## src/dac5_pkg.sv

```systemverilog
// constants and carrier types for the three five-bit converter controls
// assumes a classic wishbone slave with 32-bit data, one word per register
// What this block does
// - three identical converter controls, numbered two to four, each with two registers and two pins.
// - the converter is active only while bit 7 of control register zero is set.
// - control register one holds a five-bit level code choosing one of 32 steps.
// - while enabled the ladder tap equals the level code in 32nds of the source span above ground.
// - while disabled with low-power select set and code all ones the output is the positive source.
// - while disabled with low-power select clear and code all zeros the output is ground.
// - bits 3-2 choose supply (00), external reference pin (01), fixed reference buffer two (10); 11 reserved.
// - bit 5 routes the level to pin one and bit 4 routes it to pin two.
// - a routed pin has its digital output driver and input threshold detector disabled.
// - a digital read of a routed pin returns zero.
// - waking from sleep leaves control register zero unchanged.
// - any reset disables the converter, unroutes the pins and clears the code; all bits reset to zero.
// - unimplemented bits read zero: bits 6 and 1-0 of register zero, bits 7-5 of register one.
package dac5_pkg;
    localparam int unsigned NUM_INST = 3;
    localparam int unsigned FIRST_INST_NUM = 2;
    localparam int unsigned CODE_W = 5;
    localparam int unsigned LADDER_STEPS = 32;
    // byte offsets: instance n at INST_STRIDE*n, two words each
    localparam logic [7:0] INST_STRIDE = 8'h08;
    localparam logic [7:0] CTRL0_OFS = 8'h00;
    localparam logic [7:0] CTRL1_OFS = 8'h04;
    localparam logic [7:0] LPS_OFS = 8'h20;
    localparam int unsigned ADDR_W = 8;
    // control register zero fields
    localparam int unsigned ON_BIT = 7;
    localparam int unsigned PIN1_BIT = 5;
    localparam int unsigned PIN2_BIT = 4;
    localparam int unsigned PSS_LSB = 2;
    localparam logic [7:0] CTRL0_MASK = 8'hbc;
    localparam logic [7:0] CTRL1_MASK = 8'h1f;
    localparam logic [7:0] CTRL0_RST = 8'h00;
    localparam logic [7:0] CTRL1_RST = 8'h00;
    localparam logic [1:0] PSS_SUPPLY = 2'h0;
    localparam logic [1:0] PSS_EXT_REF = 2'h1;
    localparam logic [1:0] PSS_FIXED_REF = 2'h2;
    localparam logic [1:0] PSS_RESERVED = 2'h3;
    localparam logic [CODE_W-1:0] CODE_ALL_ONES = 5'h1f;
    localparam logic [CODE_W-1:0] CODE_ALL_ZERO = 5'h00;

    typedef enum logic [3:0] {
        SRC_NONE = 4'h1,
        SRC_SUPPLY = 4'h2,
        SRC_EXT_REF = 4'h4,
        SRC_FIXED_REF = 4'h8
    } source_t;

    typedef struct packed {
        logic ladder_on;
        logic [CODE_W-1:0] tap;
        logic tie_top;
        logic tie_bottom;
        source_t source;
        logic pin_one_route;
        logic pin_two_route;
    } analog_ctl_t;

    typedef struct packed {
        logic converter_on;
        logic pin_one_route;
        logic pin_two_route;
        logic [1:0] positive_source_select;
        logic low_power_state_select;
        logic [CODE_W-1:0] level_code;
    } dac_cfg_t;
endpackage

```

## src/dac5_channel.sv

```systemverilog
// one converter instance: turns stored fields into ladder and pin controls
// assumes fields come from registers on the same clock
module dac5_channel
    import dac5_pkg::*;
(
    input wire logic clk_i,
    input wire logic rst_i,
    input wire dac_cfg_t cfg_i,
    input wire logic pin_one_din_i,
    input wire logic pin_two_din_i,
    output analog_ctl_t analog_o,
    output logic pin_one_rd_o,
    output logic pin_two_rd_o
);
    analog_ctl_t analog_nxt;
    logic [1:0] pin_sync1_r;
    logic [1:0] pin_sync2_r;

    function automatic source_t decode_source(input logic [1:0] sel);
        case (sel)
            PSS_SUPPLY: decode_source = SRC_SUPPLY;
            PSS_EXT_REF: decode_source = SRC_EXT_REF;
            PSS_FIXED_REF: decode_source = SRC_FIXED_REF;
            default: decode_source = SRC_NONE; // reserved: leave ladder floating
        endcase
    endfunction

    always_comb begin
        analog_nxt = '0;
        analog_nxt.source = decode_source(cfg_i.positive_source_select);
        analog_nxt.ladder_on = cfg_i.converter_on;
        analog_nxt.tap = cfg_i.level_code;
        // disabled ladder parks at a rail only for the matching code
        analog_nxt.tie_top = !cfg_i.converter_on &&
            cfg_i.low_power_state_select &&
            cfg_i.level_code == CODE_ALL_ONES;
        analog_nxt.tie_bottom = !cfg_i.converter_on &&
            !cfg_i.low_power_state_select &&
            cfg_i.level_code == CODE_ALL_ZERO;
        analog_nxt.pin_one_route = cfg_i.pin_one_route;
        analog_nxt.pin_two_route = cfg_i.pin_two_route;
    end

    always_ff @(posedge clk_i) begin
        if (rst_i) begin
            analog_o <= '0;
            analog_o.source <= SRC_SUPPLY;
        end else begin
            analog_o <= analog_nxt;
        end
    end

    always_ff @(posedge clk_i) begin
        if (rst_i) begin
            pin_sync1_r <= 2'h0;
            pin_sync2_r <= 2'h0;
        end else begin
            pin_sync1_r <= {pin_two_din_i, pin_one_din_i};
            pin_sync2_r <= pin_sync1_r;
        end
    end

    // routed pin has its threshold detector cut off, reads zero
    always_ff @(posedge clk_i) begin
        if (rst_i) begin
            pin_one_rd_o <= 1'b0;
            pin_two_rd_o <= 1'b0;
        end else begin
            pin_one_rd_o <= pin_sync2_r[0] && !cfg_i.pin_one_route;
            pin_two_rd_o <= pin_sync2_r[1] && !cfg_i.pin_two_route;
        end
    end
endmodule

```

## src/dac5_ctrl.sv

```systemverilog
// wishbone register file and three converter instances
// assumes a classic wishbone master on clk_i; sleep never resets this block
module dac5_ctrl
    import dac5_pkg::*;
#(
    parameter int unsigned N_INST = NUM_INST
)
(
    input wire logic clk_i,
    input wire logic rst_i,
    input wire logic wb_cyc_i,
    input wire logic wb_stb_i,
    input wire logic wb_we_i,
    input wire logic [ADDR_W-1:0] wb_adr_i,
    input wire logic [3:0] wb_sel_i,
    input wire logic [31:0] wb_dat_i,
    output logic [31:0] wb_dat_o,
    output logic wb_ack_o,
    output logic wb_err_o,
    input wire logic [N_INST-1:0] pin_one_din_i,
    input wire logic [N_INST-1:0] pin_two_din_i,
    output logic [N_INST-1:0] pin_one_rd_o,
    output logic [N_INST-1:0] pin_two_rd_o,
    output logic [N_INST-1:0] pin_one_dig_oe_off_o,
    output logic [N_INST-1:0] pin_two_dig_oe_off_o,
    output analog_ctl_t [N_INST-1:0] analog_o
);
    logic [7:0] ctrl0_r [N_INST];
    logic [7:0] ctrl1_r [N_INST];
    logic [N_INST-1:0] lps_r;
    logic req;
    logic wr_go;
    logic hit;
    logic [31:0] rd_nxt;
    logic err_nxt;

    function automatic logic [7:0] inst_base(input int unsigned n);
        inst_base = 8'(n * INST_STRIDE);
    endfunction

    assign req = wb_cyc_i && wb_stb_i && !wb_ack_o && !wb_err_o;

    always_comb begin
        rd_nxt = 32'h0;
        hit = 1'b0;
        for (int unsigned n = 0; n < N_INST; n++) begin
            if (wb_adr_i == inst_base(n) + CTRL0_OFS) begin
                hit = 1'b1;
                rd_nxt = {24'h0, ctrl0_r[n] & CTRL0_MASK};
            end
            if (wb_adr_i == inst_base(n) + CTRL1_OFS) begin
                hit = 1'b1;
                rd_nxt = {24'h0, ctrl1_r[n] & CTRL1_MASK};
            end
        end
        if (wb_adr_i == LPS_OFS) begin
            hit = 1'b1;
            rd_nxt = {{(32 - N_INST){1'b0}}, lps_r};
        end
        err_nxt = !hit;
    end

    assign wr_go = req && wb_we_i && hit && wb_sel_i[0];

    always_ff @(posedge clk_i) begin
        if (rst_i) begin
            for (int unsigned n = 0; n < N_INST; n++) begin
                ctrl0_r[n] <= CTRL0_RST;
                ctrl1_r[n] <= CTRL1_RST;
            end
        end else if (wr_go) begin
            for (int unsigned n = 0; n < N_INST; n++) begin
                if (wb_adr_i == inst_base(n) + CTRL0_OFS)
                    ctrl0_r[n] <= wb_dat_i[7:0] & CTRL0_MASK;
                if (wb_adr_i == inst_base(n) + CTRL1_OFS)
                    ctrl1_r[n] <= wb_dat_i[7:0] & CTRL1_MASK;
            end
        end
    end

    always_ff @(posedge clk_i) begin
        if (rst_i)
            lps_r <= '0;
        else if (wr_go && wb_adr_i == LPS_OFS)
            lps_r <= wb_dat_i[N_INST-1:0];
    end

    // one wait state: ack in the cycle after the request is seen
    always_ff @(posedge clk_i) begin
        if (rst_i) begin
            wb_ack_o <= 1'b0;
            wb_err_o <= 1'b0;
            wb_dat_o <= 32'h0;
        end else begin
            wb_ack_o <= req && !err_nxt;
            wb_err_o <= req && err_nxt;
            wb_dat_o <= (req && !wb_we_i && !err_nxt) ? rd_nxt : 32'h0;
        end
    end

    // digital driver held off while routed
    always_ff @(posedge clk_i) begin
        if (rst_i) begin
            pin_one_dig_oe_off_o <= '0;
            pin_two_dig_oe_off_o <= '0;
        end else begin
            for (int unsigned n = 0; n < N_INST; n++) begin
                pin_one_dig_oe_off_o[n] <= ctrl0_r[n][PIN1_BIT];
                pin_two_dig_oe_off_o[n] <= ctrl0_r[n][PIN2_BIT];
            end
        end
    end

    for (genvar g = 0; g < N_INST; g++) begin : g_inst
        dac_cfg_t cfg;
        assign cfg = '{converter_on: ctrl0_r[g][ON_BIT],
            pin_one_route: ctrl0_r[g][PIN1_BIT],
            pin_two_route: ctrl0_r[g][PIN2_BIT],
            positive_source_select: ctrl0_r[g][PSS_LSB+1:PSS_LSB],
            low_power_state_select: lps_r[g],
            level_code: ctrl1_r[g][CODE_W-1:0]};
        dac5_channel u_chan (
            .clk_i(clk_i),
            .rst_i(rst_i),
            .cfg_i(cfg),
            .pin_one_din_i(pin_one_din_i[g]),
            .pin_two_din_i(pin_two_din_i[g]),
            .analog_o(analog_o[g]),
            .pin_one_rd_o(pin_one_rd_o[g]),
            .pin_two_rd_o(pin_two_rd_o[g])
        );
    end
endmodule

```

## config.mk

```make
export PLATFORM = sky130hd
export DESIGN_NAME = dac5_ctrl
export DESIGN_NICKNAME = d
export VERILOG_FILES = /design/src/dac5_pkg.sv /design/src/dac5_channel.sv /design/src/dac5_ctrl.sv
export SDC_FILE = /design/constraint.sdc
export NUM_CORES = 1
export LEC_CHECK = 0
export BUFFER_PORTS_ARGS = -buffer_cell sky130_fd_sc_hd__buf_2
export CAP_MARGIN = 20
export CORE_ASPECT_RATIO = 0.6
export CORE_MARGIN = 2
export CORE_UTILIZATION = 35
export DETAILED_ROUTE_END_ITERATION = 8
export HOLD_SLACK_MARGIN = 0.1
export SLEW_MARGIN = 20
export SYNTH_ARGS = -nofsm -noshare
export SYNTH_HDL_FRONTEND = slang
export SYNTH_SLANG_ARGS = --single-unit
```

## constraint.sdc

```tcl
create_clock -name clk_i -period 1.7 [get_ports clk_i]
set_clock_uncertainty 0.05 [all_clocks]
set_input_delay 0 -clock clk_i [delete_from_list [all_inputs] [get_ports clk_i]]
set_output_delay 0 -clock clk_i [all_outputs]
set_load 0.02 [all_outputs]
```

# Yosys cells after proc, flatten, opt, wreduce, memory -nomap -nowiden
# Memories as Yosys holds them, arrays and structs flattened.
# Index checks and enable logic that the tools add are counted.
# W data, S select, Z words.
# totals
regBits,103
ramBits,30
in_bits,55
out_inout_bits,88
word_cells,170
n_memories,2
# classes
n_eq_ne,15
muxes,48
n_bitwise,7
reduce_logical,56
# memory_table
name,depth,width,read_ports,rd_ports_with_merged_regs,wr,line_no,source
ctrl0_r,3,5,3,0,3,dac5_ctrl.sv:28,logic [7:0] ctrl0_r [N_INST];
ctrl1_r,3,5,3,0,3,dac5_ctrl.sv:29,logic [7:0] ctrl1_r [N_INST];
# op_table
cell,n
$mux W8,5
$pmux W4 S3,3
$mux W5,7
$mux W1,32
$logic_and A1 B1 Y1,29
$eq A8 B4 Y1 const B,2
$eq A8 B5 Y1 const B,2
$logic_not A1 Y1,16
$eq A5 B5 Y1 const B,3
$logic_not A5 Y1,3
$eq A8 B3 Y1 const B,1
$eq A8 B6 Y1 const B,1
$logic_not A8 Y1,1
$reduce_or A8 Y1,1
$eq A2 B1 Y1 const B,3
$eq A2 B2 Y1 const B,3
$logic_not A2 Y1,3
$or A1 B1 Y1,6
$reduce_or A4 Y1,1
$mux W3,1
$reduce_or A3 Y1,1
$reduce_or A2 Y1,1
$not A1 Y1,1

# Logic depth before layout (Yosys ltp)
# depth
word_depth,14
mapped_depth,5
mapped_depth_nobuf,4

# Modules after synthesis
# A second synthesis with hierarchy kept.
# unflattened
cells_unflattened,330
hier_area_um2,3973.8
# by_module_without_submodules
mod,instances,cells_each,area_per_inst_um2,seq_area_each_um2
dac5_ctrl,1,198,2269.7,1261.2
dac5_channel,3,44,568.0,400.4

# Worst setup path after synthesis
# OpenSTA, ideal clock, no wires.
# synth_timing
path_type,register to register
startpoint,reg wb_err_o
endpoint,mem ctrl0_r[0][0] (netlist name) (data pin)
setup_time_ps,141
arrival_ps,1520
required_time_ps,1509
slack_ps,-11
stages_incl_launch_ff,5
n_path_buf,0
synth_period_minus_slack_ps,1711
path_cell_list,dfxtp_1 -> nand4bb_1 -> a2111oi_4 -> and3b_1 -> and2_1
# synth_lines
item,line_no,source
"start, declared",dac5_ctrl.sv:19,"output logic wb_err_o,"
"start signal, assigned",dac5_ctrl.sv:96,wb_err_o <= req && err_nxt;
"end, declared",dac5_ctrl.sv:28,

==> qor.yml <==
placement:
  hpwlAfterDp_mm: 6.56
  dpl_cell_area_mm2: 0.00435
  place_congestion: 0.875
  io_buffers: 89
  dp_slack_ps: -57.6
logic_synthesis:
  netlist_area_mm2: 0.00382
  syn_avg_cell_area_um2: 12.4
  synth_edf_count: 30
  synthDistinctLibCells: 45
  synth_ff_type: "dfxtp_1"
  async_reset_ff_frac: 0
  synthesis.instances: 309
  yosysSeqAreaShare: 0.613
  yosysWarnings: 0
  synth_seq_cells: 102
worst_hold_path:
  min_to: "wb_dat_o[0]"
  holdPathStages: 4
  hp-class: "input pin to flip-flop"
  worstHoldStart: "wb_adr_i[4]"
timing:
  hold_ws_ps: 141
  report.final.setup_viol: 0
  min_period_ps: 1660
  rsz0062_at_grt: "true"
  hold_viol: 0
  fmax_mhz: 603
  fin_crit_sh: 0.976
  worst_slack_ps: 41.2
  slew_viol_final: 0
detailed_routing:
  drt-total-wl_mm: 8.91
  drt_iter0_drc: 187
  vias_per_cell: 4.58
  wl_per_cell_um: 15.7
  via_count: 2599
  drtAntennaViolNets: 0
  drc: 0
  firstDrtPassIters: 4
critical_path:
  cp_data_arrival_time_ps: 1780
  worst_path_most_repeated_cell: "buf_4"
  crit_required_ps: 1820
  r2r_end: "ctrl0_r[0][7]"
  worstSetupStartpointType: "flip-flop"
  worst-r2r-setup-slack_ps: 40
  cp-end-kind: "flip-flop"
  cp_cell_sequence: "nand4bb_4 -> a2111oi_4 -> buf_4 -> buf_4 -> nand2_1 -> nor2_1"
  r2r-start: "wb_ack_o"
  reg2reg_depth: 6
  criticalPathCategory: "flip-flop to flip-flop"
  crit_path_top_delay_cell: "a2111oi_4"
  crit_fanout: 4
  cp_slowest_stage_delay_ps: 340
layout:
  fin_util: 0.465
  final_cell_area_mm2: 0.00493
  area_growth_pct: 29.1
  diodes: 0
  fin_nets: 479
  mostFrequentLayoutCell: "buf_2"
  final_cell_mix: "89 x buf_2, 71 x dfxtp_1, 38 x nor2b_1"
  drive_above_1_share: 0.350
cts:
  numCtsBuffers: 9
  cts.sinks: 102
  cts_max_path_buffers: 2
  clk-insertion-delay-late_ps: 340
  cts_tree: "built"
  h-tree-depth: 3
  root_buffer: "clkbuf_16"
  cts.clk_slew.worst_paths_ps: 70
die:
  start_util: 0.361
  ios: 143
  die_x_um: 139
  rows: 29
  die-area_mm2: 0.0118
  fp.dieH_um: 84.9
  coreArea_mm2: 0.0106
global_routing:
  grtUsageTotal: 0.152
  overflow: 0
  grt_max_degree: 71
  grt_pass1_wl_mm: 13.5
  antenna_found_initial: 0
  grt_pass1_vias: 2477
power_and_ir_drop:
  power.leakage_nw: 2.13
  power.density_mw_per_mm2: 1040
  irDropWorstVdd_v: 0.000638
flow_run:
  cap_violations: 0
status:
  status: "finished, final reports clean"
layer usage:
metal / track usage / part of all wire / vias up
li1: - / - / 1266
met4: 0.0386 / 0.0036 / 0
met2: 0.204 / 0.41 / 109
met3: 0.0570 / 0.092 / 2
met5: 0 / 0 / -
met1: 0.230 / 0.49 / 1222
flip-flops by register name, indices dropped and copies added (netlist names):
| name | flops |
|---|---|
| lps_r | 3 |
| ctrl1_r | 15 |
| pin_one_dig_oe_off_o | 2 |
| wb_ack_o | 1 |
| g_inst.u_chan.pin_one_rd_o | 3 |
| wb_dat_o | 7 |
| wb_err_o | 1 |
| g_inst.u_chan.pin_two_rd_o | 3 |
| g_inst.u_chan.analog_o | 38 |
| pin_two_dig_oe_off_o | 2 |
| g_inst.u_chan.pin_sync2_r | 6 |
| ctrl0_r | 15 |
| g_inst.u_chan.pin_sync1_r | 6 |
worst max path at each step:
stage	startpoint	to	slack, ps	cells after the start
6_report	wb_ack_o	ctrl0_r[0][7]	40	6
5_1_grt	wb_ack_o	ctrl0_r[0][2]	-20	6
3_3_place_gp	wb_err_o	ctrl0_r[0][8]	20	5
4_1_cts	wb_err_o	ctrl0_r[0][8]	10	5
3_5_place_dp	wb_err_o	ctrl0_r[0][10]	-60	5
2_1_floorplan	wb_err_o	ctrl0_r[0][0]	20	4
area by class of cell:
cell class	instances	area (µm²)
Fill cell	1004	5660
Sequential cell	102	2340
Multi-Input combinational cell	183	1290
Timing Repair Buffer	128	803
Clock buffer	9	225
Tap cell	139	174
Clock inverter	7	92.6
cell families (layout without fill, tap and decap cells):
kind of cell	Yosys count	count (layout)	synth area share
AO/OA/AOI/OAI	30	30	0.0655
buffers and inverters	48	144	0.0842
flip-flops	102	102	0.613
multiplexers	10	10	0.0367
other	1	25	0.000982
AND/OR/NAND/NOR	118	118	0.199
report_power, final:
part,internal [W],switching [W]
Sequential,0.00258,0.0000441
Combinational,0.000170,0.000253
Clock,0.00118,0.000931
Total,0.00392,0.00123
critical path, delay by kind of cell, from the launching register on:
family,cells,cell delay [ps]
AO/OA/AOI/OAI,1,340
AND/OR/NAND/NOR,3,470
flip-flops,1,320
buffers and inverters,2,300
metrics by stage:
step           std cells  total power (W)  setup TNS [ps]
2_1_floorplan        333          0.00295               0
3_3_place_gp         530          0.00305               0
3_5_place_dp         530          0.00305            -577
4_1_cts              567          0.00520               0
5_1_grt              568          0.00536            -189
6_report             568          0.00515               0
synthesized netlist by cell type (2+ instances only):
library cell / number / area [µm²]
mux4_2: 3 / 67.6
clkbuf_1: 8 / 30.0
o21bai_1: 3 / 22.5
a22o_1: 2 / 17.5
or3_1: 2 / 12.5
dfxtp_1: 72 / 1440
a21oi_1: 3 / 15.0
edfxtp_1: 30 / 901
nor3_1: 4 / 20.0
and4_1: 2 / 17.5
or4_1: 6 / 45.0
nor2b_1: 38 / 238
nand2_1: 8 / 30.0
and2_1: 5 / 31.3
nor4_2: 2 / 25.0
o22ai_1: 2 / 12.5
a22oi_1: 4 / 30.0
mux2_2: 2 / 22.5
mux2i_1: 5 / 50.1
nor2_1: 18 / 67.6
and3b_1: 5 / 43.8
nor4_1: 2 / 12.5
and3_1: 3 / 18.8
a31o_2: 4 / 35.0
nor3b_1: 14 / 105
buf_4: 37 / 278
o211a_1: 3 / 30.0
a31oi_1: 2 / 12.5
and4b_1: 3 / 30.0
buf_2: 2 / 10.0
timing repair:
action	in CTS	in global routing
hold buffers	20	0
pin swaps	0	3
setup endpoints to repair	14	23
endpoints found under the hold margin	54	0
setup buffers	1	1
gates resized for setup	2	10
No activity file was read; power rests on OpenSTA's default activity.
